`src/bcsr_pkg.sv`:
```
/*
 * Shared constants, carriers and helpers for the boot cluster swap remap.
 * Assumes a 16-bit CPU address space with the two boot clusters at its bottom.
 */
`default_nettype none

package bcsr_pkg;

    ////////////////////////////////////////////////////////////////////////////
    // address map
    localparam int ADDR_W = 16;
    // a boot cluster is 4 KB, so address bit 12 selects cluster 0 or 1
    localparam int CLUSTER_BITS = 12;
    localparam logic [ADDR_W-1:0] CLUSTER0_BASE = 16'h0000;
    localparam logic [ADDR_W-1:0] CLUSTER0_LAST = 16'h0fff;
    localparam logic [ADDR_W-1:0] CLUSTER1_BASE = 16'h1000;
    localparam logic [ADDR_W-1:0] CLUSTER1_LAST = 16'h1fff;
    // first address above the swappable window
    localparam logic [ADDR_W-1:0] SWAP_LIMIT = 16'h2000;

    ////////////////////////////////////////////////////////////////////////////
    // reset values
    localparam logic SWAP_RST = 1'b0;
    localparam logic READY_RST = 1'b0;

    ////////////////////////////////////////////////////////////////////////////
    // carriers and states
    typedef struct packed {
        logic valid;
        logic is_fetch;
        logic [ADDR_W-1:0] addr;
    } bcsr_acc_t;

    typedef enum logic {
        BCSR_LOAD,
        BCSR_RUN
    } bcsr_boot_t;

    typedef enum logic {
        BCSR_SVC_IDLE,
        BCSR_SVC_PROG
    } bcsr_svc_t;

    ////////////////////////////////////////////////////////////////////////////
    // exchange the two boot clusters by flipping the cluster select bit
    function automatic logic [ADDR_W-1:0] bcsr_remap_f(
        input logic [ADDR_W-1:0] addr,
        input logic swap
    );
        logic [ADDR_W-1:0] res;
        res = addr;
        if (swap && (addr < SWAP_LIMIT))
        begin
            res[CLUSTER_BITS] = ~addr[CLUSTER_BITS];
        end
        return res;
    endfunction

endpackage

`default_nettype wire

```
`src/bcsr_flag_svc.sv`:
```
/*
 * Set-information service for the persistent boot swap flag.
 * Assumes a nonvolatile bit store that acknowledges each program request
 * with nv_wr_ack held or pulsed while nv_wr_req is high.
 */
`timescale 1ns/100ps
`default_nettype none

module bcsr_flag_svc (
    input wire logic mclk,
    input wire logic nrst,
    input wire logic svc_req,
    input wire logic svc_swap,
    input wire logic nv_wr_ack,
    output var logic nv_wr_req,
    output var logic nv_wr_val,
    output var logic svc_busy,
    output var logic svc_done
);
    import bcsr_pkg::*;

    bcsr_svc_t state_q;
    logic req_q;
    logic val_q;
    logic done_q;

    ////////////////////////////////////////////////////////////////////////////
    // request handshake; a call made while busy is dropped, callers watch svc_busy
    always_ff @(posedge mclk or negedge nrst)
    begin
        if (!nrst)
        begin
            state_q <= BCSR_SVC_IDLE;
            req_q <= 1'b0;
            val_q <= SWAP_RST;
        end
        else
        begin
            unique case (state_q)
                BCSR_SVC_IDLE:
                begin
                    if (svc_req)
                    begin
                        state_q <= BCSR_SVC_PROG;
                        req_q <= 1'b1;
                        val_q <= svc_swap;
                    end
                end
                BCSR_SVC_PROG:
                begin
                    if (nv_wr_ack)
                    begin
                        state_q <= BCSR_SVC_IDLE;
                        req_q <= 1'b0;
                    end
                end
            endcase
        end
    end

    // completion pulse, one cycle after the store acknowledges
    always_ff @(posedge mclk or negedge nrst)
    begin
        if (!nrst)
        begin
            done_q <= 1'b0;
        end
        else
        begin
            done_q <= (state_q == BCSR_SVC_PROG) && nv_wr_ack;
        end
    end

    assign nv_wr_req = req_q;
    assign nv_wr_val = val_q;
    assign svc_busy = req_q;
    assign svc_done = done_q;
endmodule

`default_nettype wire

```
`src/bcsr_remap.sv`:
```
/*
 * Boot cluster swap remap: sits between the CPU core and on-chip flash and
 * exchanges the two lowest 4 KB boot clusters when the latched swap is set.
 * Assumes nv_flag shows the stored boot flag from reset onward, and that the
 * CPU holds its first access until boot_ready goes high.
 */
`timescale 1ns/100ps
`default_nettype none

module bcsr_remap (
    input wire logic mclk,
    input wire logic nrst,
    input wire bcsr_pkg::bcsr_acc_t cpu_acc,
    output var bcsr_pkg::bcsr_acc_t mem_acc,
    input wire logic nv_flag,
    input wire logic svc_req,
    input wire logic svc_swap,
    input wire logic nv_wr_ack,
    output var logic nv_wr_req,
    output var logic nv_wr_val,
    output var logic svc_busy,
    output var logic svc_done,
    output var logic swap_active,
    output var logic boot_ready
);
    import bcsr_pkg::*;

    bcsr_boot_t boot_q;
    logic swap_q;
    logic ready_q;
    bcsr_acc_t acc_q;
    bcsr_acc_t acc_d;

    ////////////////////////////////////////////////////////////////////////////
    // boot sequencer: one load cycle after reset release, then run forever
    always_ff @(posedge mclk or negedge nrst)
    begin
        if (!nrst)
        begin
            boot_q <= BCSR_LOAD;
        end
        else
        begin
            unique case (boot_q)
                BCSR_LOAD:
                begin
                    boot_q <= BCSR_RUN;
                end
                BCSR_RUN:
                begin
                    boot_q <= BCSR_RUN;
                end
            endcase
        end
    end

    // swap latch: the stored flag is caught once after release, never later,
    // so a service call during run only takes effect at the next reset
    always_ff @(posedge mclk or negedge nrst)
    begin
        if (!nrst)
        begin
            swap_q <= SWAP_RST;
        end
        else if (boot_q == BCSR_LOAD)
        begin
            swap_q <= nv_flag;
        end
    end

    // ready rises together with the latched swap, so no access sees a stale map
    always_ff @(posedge mclk or negedge nrst)
    begin
        if (!nrst)
        begin
            ready_q <= READY_RST;
        end
        else if (boot_q == BCSR_LOAD)
        begin
            ready_q <= 1'b1;
        end
    end

    ////////////////////////////////////////////////////////////////////////////
    // address path; fetches and data reads share it, so both see the same map
    always_comb
    begin
        acc_d = cpu_acc;
        acc_d.valid = cpu_acc.valid && (boot_q == BCSR_RUN);
        acc_d.addr = bcsr_remap_f(cpu_acc.addr, swap_q);
    end

    // one register stage keeps the flash address straight from a flop,
    // at the cost of one cycle of latency on every access
    always_ff @(posedge mclk or negedge nrst)
    begin
        if (!nrst)
        begin
            acc_q <= '0;
        end
        else
        begin
            acc_q <= acc_d;
        end
    end

    ////////////////////////////////////////////////////////////////////////////
    // persistent flag programming through the set-information service
    bcsr_flag_svc u_svc (
        .mclk(mclk),
        .nrst(nrst),
        .svc_req(svc_req),
        .svc_swap(svc_swap),
        .nv_wr_ack(nv_wr_ack),
        .nv_wr_req(nv_wr_req),
        .nv_wr_val(nv_wr_val),
        .svc_busy(svc_busy),
        .svc_done(svc_done)
    );

    assign mem_acc = acc_q;
    assign swap_active = swap_q;
    assign boot_ready = ready_q;

    // an access the remap takes this cycle
    logic run_acc;
    assign run_acc = cpu_acc.valid && (boot_q == BCSR_RUN);
endmodule

`default_nettype wire

```
`config.mk`:
```
export PLATFORM = sky130hd
export DESIGN_NAME = bcsr_remap
export DESIGN_NICKNAME = d
export VERILOG_FILES = /design/src/bcsr_pkg.sv /design/src/bcsr_flag_svc.sv /design/src/bcsr_remap.sv
export SDC_FILE = /design/constraint.sdc
export NUM_CORES = 1
export LEC_CHECK = 0
export BUFFER_PORTS_ARGS = -buffer_cell sky130_fd_sc_hd__buf_2
export CAP_MARGIN = 20
export CORE_AREA = 2 2 45 47
export CTS_CLUSTER_DIAMETER = 120
export CTS_CLUSTER_SIZE = 16
export DETAILED_ROUTE_END_ITERATION = 8
export DIE_AREA = 0 0 47 49
export PLACE_DENSITY_LB_ADDON = 0.15
export SLEW_MARGIN = 25
export SYNTH_ARGS = -nofsm -noshare
export SYNTH_HDL_FRONTEND = slang
export SYNTH_SLANG_ARGS = --single-unit
```
`constraint.sdc`:
```
create_clock -name mclk -period 1.55 [get_ports mclk]
set_input_delay 0.31 -clock mclk [delete_from_list [all_inputs] [get_ports mclk]]
set_output_delay 0.31 -clock mclk [all_outputs]
set_load 0.03 [all_outputs]
```
## After elaboration in Yosys (flattened, before gate mapping)

Cells that the tools add are included.

- Equality and inequality tests: 2
- Order comparisons: 1
- Reductions and logical operators: 5
- Multiplexer cells: 7
- Bitwise logic cells: 2

Operators with widths:

| kind | count |
|---|---|
| $lt A16 B14 Y1 const B | 1 |
| $mux W1 | 5 |
| $ne A2 B2 Y1 const B | 2 |
| $pmux W1 S2 | 2 |
| $reduce_and A2 Y1 | 2 |
| $logic_and A1 B1 Y1 | 3 |
| $not A1 Y1 | 2 |

- Output and inout port bits: 24
- Bits of input ports: 24
- Word-level logic and storage cells: 27
- Register bits after elaboration: 25

## Logic depth before layout (Yosys ltp)

Gate-level depths: netlist (run 1).

- Word-level depth: 3
- Gate-level depth with buffers: 2
- Depth with buffers taken out: 2

## Hierarchy

A second synthesis (run 1) with hierarchy kept.

- Cells, all modules: 40
- Area, all modules: 738.2 um^2

By module, submodules not included:

| module | area each (um^2) | sequential area each (um^2) | cells each | times used |
|---|---|---|---|---|
| bcsr_remap | 585.6 | 525.5 | 27 | 1 |
| bcsr_flag_svc | 152.6 | 100.1 | 13 | 1 |

## Worst setup path after synthesis (run 1)

OpenSTA, ideal clock, no wires.

- Kind: flip-flop to output port
- Start point: reg u_svc.req_q, in the netlist u_svc.nv_wr_req
- End point: out svc_busy
- Data arrival time: 0.740 ns
- Buffers on the path: 1
- Stages on the path, launching flop included: 2
- Path slack: 0.500 ns
- Data required time: 1.240 ns
- Cell sequence: dfrtp_1 -> buf_4

RTL lines:

| what | line | RTL |
|---|---|---|
| start, declared | bcsr_flag_svc.sv:23 | `logic req_q;` |
| start signal, assigned | bcsr_flag_svc.sv:34 | `req_q <= 1'b0;` |
| start signal, assigned | bcsr_flag_svc.sv:45 | `req_q <= 1'b1;` |
| start signal, assigned | bcsr_flag_svc.sv:54 | `req_q <= 1'b0;` |
| end, declared | bcsr_remap.sv:21 | `output var logic svc_busy,` |

No word-level cell between the ends.

## Worst setup path after layout (run 1)

- Start point: reg u_svc.req_q, in the netlist u_svc.nv_wr_req
- End point: out nv_wr_req

RTL lines:

| what | line | RTL |
|---|---|---|
| end, declared | bcsr_remap.sv:19 | `output var logic nv_wr_req,` |

No word-level cell between the ends.

==> results of run 1 <==
-- logic make-up after synthesis --
family                 after synthesis  share of synthesized area [%]
flip-flops                          25                           84.5
AND/OR/NAND/NOR                      6                           7.09
AO/OA/AOI/OAI                        2                           2.20
multiplexers                         2                           3.04
buffers and inverters                2                           1.52
XOR/XNOR                             1                           1.18
other                                1                          0.506
-- cells in the mapped netlist (all sizes together) --
cell type	n
inv	1
and2	2
o2bb2ai	1
conb	1
nor2b	1
dfrtp	25
buf	1
a21o	1
nor4b	1
xor2	1
nand2b	1
nor2	1
mux2	2
-- power by group through the flow --
stage	Sequential (mW)	Clock, mW	Combinational (mW)
floorplan	0.816	0	0.0445
global placement	0.730	0	0.215
detailed placement	0.730	0	0.217
CTS	0.717	0.276	0.219
global route	0.723	0.303	0.232
finish	0.716	0.263	0.215
-- state kept, by name, indices dropped and copies added (netlist names) --
| signal | flops |
|---|---|
| swap_active | 1 |
| u_svc.state_q | 1 |
| u_svc.nv_wr_req | 1 |
| boot_ready | 1 |
| u_svc.nv_wr_val | 1 |
| mem_acc | 18 |
| boot_q | 1 |
| u_svc.svc_done | 1 |
-- worst max path at each step --
stage / startpoint / end / slack [ns]
6_report: u_svc.nv_wr_req / nv_wr_req / 0.33
2_1_floorplan: u_svc.nv_wr_req / svc_busy / 0.50
3_5_place_dp: svc_req / u_svc.nv_wr_val / 0.51
3_3_place_gp: svc_req / u_svc.nv_wr_val / 0.51
4_1_cts: u_svc.nv_wr_req / nv_wr_req / 0.32
5_1_grt: swap_active / swap_active / 0.28
-- stage by stage --
step                utilization, %  cell area (µm²)  cells  hold WS [ns]
floorplan                        -              741     39        0.0144
global placement              54.4             1000    112         0.315
detailed placement            54.4             1000    112         0.317
CTS                           56.4             1040    117         0.100
global route                  56.4             1040    117        0.0823
finish                        56.4             1040    117         0.110
-- cell type report --
type / count / area (µm²) / area share, %
clock buffer: 4 / 26.3 / 2.53
inverter: 1 / 3.75 / 0.361
multi-input combinational: 12 / 104 / 10.0
sequential: 25 / 626 / 60.2
tap: 27 / 33.8 / 3.25
timing repair buffer: 48 / 245 / 23.6
-- layer usage --
metal	wire length, µm	track usage, %
met2	548	15.5
met5	0	0
met4	19	5.56
met1	428	13.1
met3	105	3.33
==> metrics.md, run 1 <==
| Metric | Value |
|---|---|
| Hold EP | `mem_acc[9]` |
| Root buf cell | `clkbuf_4` |
| Core area | `~0.0018 mm²` |
| Yosys cell types | `13` |
| DRT Pass-1 Iters | `1` |
| Post-DP HPWL | `~880 µm` |
| Vias per cell | `3.85` |
| # clock sinks | `25` |
| Largest cells by area after synthesis | `dfrtp_1 (84%), nor4b_4 (3.2%), mux2_2 (3.0%)` |
| Vias in the first global route | `roughly 390` |
| Post-layout min period | `between 1 and 1.5 ns` |
| DRT antenna net count | `0` |
| Clock share of power | `between 20% and 30%` |
| Final Hold Fails | `0` |
| Final #Nets | `around 120` |
| WS Path Type | `register to output pin` |
| Post-Syn Instances | `39` |
| Critical Path RT | `between 1 and 1.5 ns` |
| Max-cap check violation count | `0` |
| Slew Viols, Final | `0` |
| Largest stage delay, worst path | `about 0.40 ns` |
| Synthesized area per cell | `19.0 µm²` |
| Yosys top cell area share | `84.5%` |
| Most frequent cells in the layout | `buf_2 (47), dfrtp_1 (25), clkbuf_4 (3), and2_1 (2), mux2_2 (2)` |
| Reg power frac | `60.0%` |
| Slew @ Worst Pin | `around 0.5 ns` |
| Diode count | `0` |
| R2R cell count | `2` |
| Largest net degree at the start of global routing | `26` |
| Cell area after synthesis | `roughly 740 µm²` |
| WHS Path Cells | `1` |
| Post-CTS Setup Bufs | `0` |
| Final Cycle Share | `between 70% and 80%` |
| Total Wirelength | `approximately 1100 µm` |
| Fill cells | `roughly 170` |
| CP max stage cell | `dfrtp_1` |
| DIE WIDTH | `roughly 47 µm` |
| Setup ws final | `0.335 ns` |
| Drt initial violations | `0` |
| CP max FO | `4` |
| Final setup viols | `0` |
| Internal power | `approximately 0.87 mW` |
| Clock-pin slew on the worst setup and hold paths | `roughly 0.12 ns` |
| CTS H-tree depth | `1` |
| Leak Pwr | `roughly 0.54 nW` |
| First-pass GRT wire length | `1700 µm` |
| Die area | `approximately 0.0023 mm²` |
| Tot GR Track Use | `approximately a tenth` |
| TNS Setup | `0 ns` |
| Layout cells sized above 1 | `between 50% and 60%` |
| FF-to-FF setup slack | `roughly 0.5 ns` |
| Mapped Nets | `63` |
| Initial antenna violation count | `0` |
| Total Power | `between 1 and 1.5 mW` |
| Num rows | `16` |
| Sequential fraction of the synthesis area | `84.5%` |
| RR Endpoint | `u_svc.nv_wr_val` |
| WP buf/inv | `1` |
| Crit-path cells | `buf_2` |
| Post-place setup slack | `0.512 ns` |
| Clk Latency, worst-skew pair | `0.29 ns` |
| GRT overflow | `0` |
| Die height | `slightly below 50 µm` |
| Worst flop-to-flop path startpoint | `u_svc.state_q` |
| Post-CTS sizing | `0` |
| Worst hold path type | `primary input to register` |
| Pwr Density | `1150 mW/mm²` |
| Final Wtd Congestion | `around 0.73` |
| Critical Path Stages | `1` |
| Flops & latches, synth | `25` |
| Maximum VDD drop | `around 0.59 mV` |
| Commonest non-fill, non-tap cell in the layout | `buf_2` |
| Cts hold-fix bufs | `1` |
| Area Overhead vs Synth | `40.2%` |
| I/O pins | `48` |
| Fmax | `around 800 MHz` |
| Total CTS buffers | `3` |
| DR vias | `450` |
| Combinational Power Share | `between 10% and 20%` |
| Top Family by Delay on Critical Path | `flip-flops` |
| CTS Buffer Depth | `2` |
| DR WL/cell | `between 9 and 10 µm` |
| Endpoint type of the worst setup path | `output pin` |
| Worst clock skew | `0.000280 ns` |
| Yosys warns | `0` |
| Worst Setup Start Kind | `register` |
| Starting Density | `between 40% and 50%` |
| DRC viols | `0` |
| Slew HR | `between 60% and 70%` |
| CP arrival | `0.91 ns` |
| Status | `complete, no violations` |
| RSZ-0062 raised after global routing | `false` |
| Hold Crit Start | `cpu_acc[9]` |
| CTS tree | `built` |
| Switch Pwr | `around 0.32 mW` |
| Number of buffers added on ports | `47` |
| Switching Fraction | `approximately 27%` |
| Synth area leader | `dfrtp_1` |
(Power assumes the default switching activity.)
==> run 2: changes to the inputs <==
--- a/config.mk
+++ b/config.mk
@@ -5,13 +5,14 @@
 export SDC_FILE = /design/constraint.sdc
 export NUM_CORES = 1
 export LEC_CHECK = 0
+export ABC_AREA = 1
 export BUFFER_PORTS_ARGS = -buffer_cell sky130_fd_sc_hd__buf_2
 export CAP_MARGIN = 20
-export CORE_AREA = 2 2 45 47
+export CORE_AREA = 2 2 49 51
 export CTS_CLUSTER_DIAMETER = 120
 export CTS_CLUSTER_SIZE = 16
 export DETAILED_ROUTE_END_ITERATION = 8
-export DIE_AREA = 0 0 47 49
+export DIE_AREA = 0 0 51 53
 export PLACE_DENSITY_LB_ADDON = 0.15
 export SLEW_MARGIN = 25
 export SYNTH_ARGS = -nofsm -noshare
==> constraint.sdc (replaced) <==
create_clock -name mclk -period 1.1 [get_ports mclk]
set_input_delay 0.22 -clock mclk [delete_from_list [all_inputs] [get_ports mclk]]
set_output_delay 0.22 -clock mclk [all_outputs]
set_load 0.03 [all_outputs]
==> metrics.md, run 2 <==
| Metric | Value |
|---|---|
| Crit-path cells | `buf_6 (was buf_2)` |
| # clock sinks | `25 (unchanged)` |
| RSZ-0062 raised after global routing | `true (was false)` |
| Final Cycle Share | `100%` |
| FF-to-FF setup slack | `0.13 ns (was 0.51 ns)` |
| Main synth FF type | `dfrtp_1 (unchanged)` |
| RR Endpoint | `mem_acc[12] (was u_svc.nv_wr_val)` |
| Slew Viols, Final | `0 (unchanged)` |
| Hold Crit Start | `cpu_acc[13] (was cpu_acc[9])` |
| Design area | `0.00137 mm² (was 0.00104 mm²)` |
| Clk Latency, worst-skew pair | `0.30 ns (was 0.29 ns)` |
| Die area | `0.00270 mm² (was 0.00230 mm²)` |
| Critical Path RT | `0.88 ns (was 1.24 ns)` |
| CP max stage cell | `dfrtp_1 (unchanged)` |
| Post-DP HPWL | `978 µm (was 883 µm)` |
| Synth area leader | `dfrtp_1 (unchanged)` |
| Core area | `0.00215 mm² (was 0.00184 mm²)` |
| Pwr Density | `1370 mW/mm² (was 1150 mW/mm²)` |
| DR WL/cell | `11.1 µm (was 9.41 µm)` |
| Worst flop-to-flop path startpoint | `swap_active (was u_svc.state_q)` |
| Yosys cell types | `13 (unchanged)` |
| Maximum VDD drop | `0.953 mV (was 0.586 mV)` |
| WS Path Type | `register to output pin (unchanged)` |
| Layout cells sized above 1 | `51.3% (was 58.9%)` |
| Initial antenna violation count | `0 (unchanged)` |
| Yosys top cell area share | `82.9% (was 84.5%)` |
| CP max FO | `3 (was 4)` |
| R2R cell count | `6 (was 2)` |
| Worst hold path type | `primary input to register (unchanged)` |
| Root buf cell | `clkbuf_4 (unchanged)` |
| Fin cells | `147 (was 117)` |
| Vias per cell | `3.97 (was 3.85)` |
| Min Hold Slack | `0.0496 ns (was 0.110 ns)` |
| Mapped Nets | `75 (was 63)` |
| WP buf/inv | `1 (unchanged)` |
| Synthesized area per cell | `14.8 µm² (was 19.0 µm²)` |
| Slew HR | `64.2% (was 66.0%)` |
| Fmax | `around 900 MHz` |
| DRT Pass-1 Iters | `2 (was 1)` |
| CTS Buffer Depth | `2 (unchanged)` |
| Endpoint type of the worst setup path | `output pin (unchanged)` |
| Tot GR Track Use | `12.6% (was 10.4%)` |
| Setup ws final | `-0.00450 ns (was 0.335 ns)` |
| Final Wtd Congestion | `0.630 (was 0.730)` |
| Most frequent cells in the layout | `dfrtp_1 (25), buf_6 (24), buf_2 (23), dlygate4sd3_1 (14), nand2_1 (8) (was buf_2 (47), dfrtp_1 (25), clkbuf_4 (3), and2_1 (2), mux2_2 (2))` |
| Max-cap check violation count | `0 (unchanged)` |
| Synth top cells by count | `dfrtp_1 (25), nand2_1 (8), inv_1 (5) (was dfrtp_1 (25), and2_1 (2), mux2_2 (2))` |
| Starting Density | `35.1% (was 40.2%)` |
| Status | `finished with violations (was complete, no violations)` |
| Hold EP | `mem_acc[13] (was mem_acc[9])` |
| Area Overhead vs Synth | `80.9% (was 40.2%)` |
| Drt initial violations | `3 (was 0)` |
| Failing checks | `setup timing` |
| Total Power | `1.87 mW (was 1.19 mW)` |
| Largest net degree at the start of global routing | `26 (unchanged)` |
| Max reg flops | `18 (unchanged)` |
| Dpl cell area | `0.00102 mm² (was 0.00100 mm²)` |
| Final Hold Fails | `0 (unchanged)` |
| Slew @ Worst Pin | `0.537 ns (was 0.510 ns)` |
| Post-Syn Instances | `51 (was 39)` |
| Vias in the first global route | `622 (was 392)` |
| Number of enable flip-flop cells after synthesis | `0 (unchanged)` |
| Clock-pin slew on the worst setup and hold paths | `0.13 ns (was 0.12 ns)` |
| Post-layout min period | `around 1.1 ns` |
| Worst Setup Start Kind | `register (unchanged)` |
| Worst clock skew | `0.000312 ns (was 0.000280 ns)` |
| Final #Nets | `144 (was 115)` |
| Largest cells by area after synthesis | `dfrtp_1 (83%), nand2_1 (4.0%), nor2_4 (3.0%) (was dfrtp_1 (84%), nor4b_4 (3.2%), mux2_2 (3.0%))` |
| Top Family by Delay on Critical Path | `flip-flops (unchanged)` |
| Yosys warns | `0 (unchanged)` |
| Num rows | `17 (was 16)` |
| I/O pins | `48 (unchanged)` |
| DRC viols | `0 (unchanged)` |
| Flops & latches, synth | `25 (unchanged)` |
| First-pass GRT wire length | `2460 µm (was 1700 µm)` |
| Asr flop ratio synth | `100% (unchanged)` |
| Die height | `53 µm (was 49 µm)` |
| CTS H-tree depth | `1 (unchanged)` |
| CTS tree | `built (unchanged)` |
| WHS Path Cells | `1 (unchanged)` |
| Final setup viols | `2 (was 0)` |
| Critical Path Stages | `1 (unchanged)` |
| Dpl cells | `125 (was 112)` |
| DIE WIDTH | `51 µm (was 47 µm)` |
| Cell area after synthesis | `754 µm² (was 741 µm²)` |
| Largest stage delay, worst path | `0.43 ns (was 0.40 ns)` |
| Total Wirelength | `1630 µm (was 1100 µm)` |
| Commonest non-fill, non-tap cell in the layout | `dfrtp_1 (was buf_2)` |
| CP arrival | `0.88 ns (was 0.91 ns)` |
| Number of buffers added on ports | `47 (unchanged)` |
| CP Launch Point | `u_svc.nv_wr_req (unchanged)` |
| Total CTS buffers | `3 (unchanged)` |
| Most numerous cell in the Yosys netlist | `dfrtp_1 (unchanged)` |
| DRT antenna net count | `0 (unchanged)` |
| DR vias | `583 (was 450)` |
| GRT overflow | `0 (unchanged)` |
| Sequential fraction of the synthesis area | `82.9% (was 84.5%)` |
| Leak Pwr | `0.708 nW (was 0.543 nW)` |
| Diode count | `0 (unchanged)` |
run 2: what timing repair did:
item | 4_1_cts | 5_1_grt
endpoints found under the setup margin | 12 | 24
setup buffers | 1 | 3
endpoints found under the hold margin | 36 | 2
resized for setup | 21 | 39
hold buffers | 12 | 2
run 2: layout make-up:
cell class / instances / area (µm²)
inverters: 7 / 26.3
repair buffers: 65 / 556
clock buffers: 3 / 22.5
multi-input cells: 18 / 95.1
flip-flops and latches: 25 / 626
fillers: 184 / 783
clock inverters: 1 / 5.00
well taps: 28 / 35.0
run 2: report_power, final:
part	switching (mW)	internal, mW
clock network	0.250	0.136
registers	0.0391	0.983
logic	0.236	0.222
total	0.525	1.34
run 2: stage by stage:
step           worst slack (ns)  TNS (ns)  utilization [%]
6_report               -0.00450  -0.00874             63.5
4_1_cts                 -0.0301   -0.0772             57.5
2_1_floorplan             0.159         0                -
3_3_place_gp              0.342         0             47.3
5_1_grt                 -0.0631    -0.425             63.5
3_5_place_dp              0.329         0             47.3
run 2: worst max path at each step:
stage / endpoint / slack [ns]
4_1_cts: nv_wr_req / -0.03
3_3_place_gp: swap_active / 0.34
6_report: nv_wr_req / -0.004
5_1_grt: svc_busy / -0.06
3_5_place_dp: nv_wr_req / 0.33
2_1_floorplan: svc_busy / 0.16
run 2: per-layer routing:
metal / vias to the layer above / routed length (µm) / global-route usage [%]
met5: - / 0 / 0
met1: 265 / 572 / 11.8
met3: 0 / 140 / 3.67
li1: 287 / - / -
met2: 31 / 919 / 25.8
met4: 0 / 0 / 4.05
run 2: kinds of logic (layout without fill, tap and decap cells):
kind of cell / Yosys count / count (layout) / share of synthesized area, %
DFF: 25 / 25 / 82.9
other: 1 / 1 / 0.497
AOI/OAI and AO/OA: 3 / 3 / 2.49
buffers and inverters: 8 / 76 / 4.48
and+or+nand+nor: 14 / 14 / 9.62
==> run 3: changes to the inputs <==
--- a/config.mk
+++ b/config.mk
@@ -5,14 +5,13 @@
 export SDC_FILE = /design/constraint.sdc
 export NUM_CORES = 1
 export LEC_CHECK = 0
-export ABC_AREA = 1
 export BUFFER_PORTS_ARGS = -buffer_cell sky130_fd_sc_hd__buf_2
 export CAP_MARGIN = 20
-export CORE_AREA = 2 2 49 51
+export CORE_AREA = 2 2 50 52
 export CTS_CLUSTER_DIAMETER = 120
 export CTS_CLUSTER_SIZE = 16
 export DETAILED_ROUTE_END_ITERATION = 8
-export DIE_AREA = 0 0 51 53
+export DIE_AREA = 0 0 52 54
 export PLACE_DENSITY_LB_ADDON = 0.15
 export SLEW_MARGIN = 25
 export SYNTH_ARGS = -nofsm -noshare
==> metrics.md, run 3 (synthesis gave the netlist of run 1 again) <==
| Metric | Value |
|---|---|
| WP buf/inv | `1 (unchanged)` |
| Hold EP | `mem_acc[15] (was mem_acc[13])` |
| CTS tree | `built (unchanged)` |
| Worst clock skew | `0.00346 ns (was 0.000312 ns)` |
| Starting Density | `31.9% (was 35.1%)` |
| DRT antenna net count | `0 (unchanged)` |
| Most frequent cells in the layout | `dfrtp_1 (25), buf_6 (24), buf_2 (23), dlygate4sd3_1 (14), clkbuf_4 (3) (was dfrtp_1 (25), buf_6 (24), buf_2 (23), dlygate4sd3_1 (14), nand2_1 (8))` |
| Area Overhead vs Synth | `80.7% (was 80.9%)` |
| Fill cells | `217 (was 184)` |
| Worst hold path type | `primary input to register (unchanged)` |
| Clk Latency, worst-skew pair | `0.31 ns (was 0.30 ns)` |
| Clock-pin slew on the worst setup and hold paths | `0.12 ns (was 0.13 ns)` |
| DRT Pass-1 Iters | `1 (was 2)` |
| Design area | `0.00134 mm² (was 0.00137 mm²)` |
| GRT overflow | `0 (unchanged)` |
| Largest net degree at the start of global routing | `26 (unchanged)` |
| RSZ-0062 raised after global routing | `true (unchanged)` |
| Drt initial violations | `0 (was 3)` |
| Post-DP HPWL | `1010 µm (was 978 µm)` |
| Critical Path RT | `0.88 ns (about the same)` |
| FF-to-FF setup slack | `0.06 ns (was 0.13 ns)` |
| Min Hold Slack | `0.0595 ns (was 0.0496 ns)` |
| Worst Setup Start Kind | `register (unchanged)` |
| Max-cap check violation count | `0 (unchanged)` |
| WHS Path Cells | `1 (unchanged)` |
| Core area | `0.00232 mm² (was 0.00215 mm²)` |
| Largest stage delay, worst path | `0.43 ns (about the same)` |
| I/O pins | `48 (unchanged)` |
| Worst flop-to-flop path startpoint | `u_svc.state_q (was swap_active)` |
| Status | `finished with violations (unchanged)` |
| Final setup viols | `2 (unchanged)` |
| # clock sinks | `25 (unchanged)` |
| Max reg flops | `18 (unchanged)` |
| Num rows | `18 (was 17)` |
| Top Family by Delay on Critical Path | `flip-flops (unchanged)` |
| CP max stage cell | `dfrtp_1 (unchanged)` |
| Final Cycle Share | `100% (about the same)` |
| Number of buffers added on ports | `47 (unchanged)` |
| Dpl cell area | `0.00101 mm² (was 0.00102 mm²)` |
| Total Wirelength | `1480 µm (was 1630 µm)` |
| Root buf cell | `clkbuf_4 (unchanged)` |
| Leak Pwr | `0.661 nW (was 0.708 nW)` |
| CP max FO | `3 (unchanged)` |
| TNS Setup | `-0.00486 ns (was -0.00874 ns)` |
| Pwr Density | `1380 mW/mm² (was 1370 mW/mm²)` |
| Initial antenna violation count | `0 (unchanged)` |
| Final #Nets | `130 (was 144)` |
| CTS Buffer Depth | `2 (unchanged)` |
| DIE WIDTH | `52 µm (was 51 µm)` |
| Hold Crit Start | `cpu_acc[15] (was cpu_acc[13])` |
| Slew HR | `65.4% (was 64.2%)` |
| Commonest non-fill, non-tap cell in the layout | `dfrtp_1 (unchanged)` |
| Area of the multi-input gates | `104 µm² (was 95.1 µm²)` |
| Slew @ Worst Pin | `0.520 ns (was 0.537 ns)` |
| Die area | `0.00281 mm² (was 0.00270 mm²)` |
| Crit-path cells | `buf_6 (unchanged)` |
| DR vias | `535 (was 583)` |
| Vias per cell | `3.96 (was 3.97)` |
| Maximum VDD drop | `0.714 mV (was 0.953 mV)` |
| First-pass GRT wire length | `2120 µm (was 2460 µm)` |
| Final Hold Fails | `0 (unchanged)` |
| Diode count | `0 (unchanged)` |
| Final Wtd Congestion | `0.588 (was 0.630)` |
| Setup ws final | `-0.00254 ns (was -0.00450 ns)` |
| DR WL/cell | `11.0 µm (was 11.1 µm)` |
| Tot GR Track Use | `11.0% (was 12.6%)` |
| DRC viols | `0 (unchanged)` |
| Failing checks | `setup timing (unchanged)` |
| Total CTS buffers | `3 (unchanged)` |
| Fmax | `907 MHz (was 905 MHz)` |
| Slew Viols, Final | `0 (unchanged)` |
| RR Endpoint | `u_svc.nv_wr_val (was mem_acc[12])` |
| Sequential cell area | `626 µm² (unchanged)` |
| Post-layout min period | `1.10 ns (about the same)` |
| Endpoint type of the worst setup path | `output pin (unchanged)` |
| CTS H-tree depth | `1 (unchanged)` |
| CP arrival | `0.88 ns (about the same)` |
| R2R cell count | `2 (was 6)` |
| Vias in the first global route | `560 (was 622)` |
| Layout cells sized above 1 | `53.3% (was 51.3%)` |
| WS Path Type | `register to output pin (unchanged)` |
| Die height | `54 µm (was 53 µm)` |
[run 3: where the power goes]
group / internal, mW / total [mW] / switching, mW
Clock: 0.136 / 0.390 / 0.254
Combinational: 0.222 / 0.437 / 0.215
Sequential: 0.983 / 1.02 / 0.0395
[run 3: routing by layer]
metal / track usage (%) / vias up / share of wire (%)
met1: 9.04 / 257 / 32
met3: 3.61 / 2 / 5.7
li1: - / 254 / -
met5: 0 / - / 0
met2: 21.1 / 22 / 61
met4: 8.77 / 0 / 1.1
[run 3: area by class of cell]
cell class	instances	share of cell area (%)
multi-input combinational	12	7.76
inverter	1	0.280
tap	30	2.80
clock inverter	1	0.374
timing repair buffer	63	40.4
clock buffer	3	1.68
sequential	25	46.7
[run 3: worst max-delay path by stage]
stage                                 end  slack (ns)  cells past startpoint       startpoint
final                            svc_busy      -0.003                      1  u_svc.nv_wr_req
after global routing            nv_wr_req       -0.07                      1  u_svc.nv_wr_req
after CTS                        svc_busy       -0.03                      1  u_svc.nv_wr_req
after detailed placement  u_svc.nv_wr_val        0.07                      2    u_svc.state_q
after global placement    u_svc.nv_wr_val         0.1                      2    u_svc.state_q
after floorplan           u_svc.nv_wr_val        0.12                      2    u_svc.state_q
[run 3: timing repair]
item | in CTS | in global routing
setup endpoints to repair | 12 | 24
hold buffers | 14 | 0
setup buffers | 2 | 0
hold endpoints to repair | 38 | 0
gates resized for setup | 22 | 38
[run 3: metrics by stage]
stage	total power, mW	setup WS, ns	utilization (%)	std cells
final	1.85	-0.00254	57.7	135
after global routing	1.95	-0.0670	57.7	135
after CTS	1.85	-0.0287	54.2	135
after detailed placement	1.34	0.0709	43.4	115
after global placement	1.33	0.0975	43.4	115
after floorplan	1.21	0.118	-	39
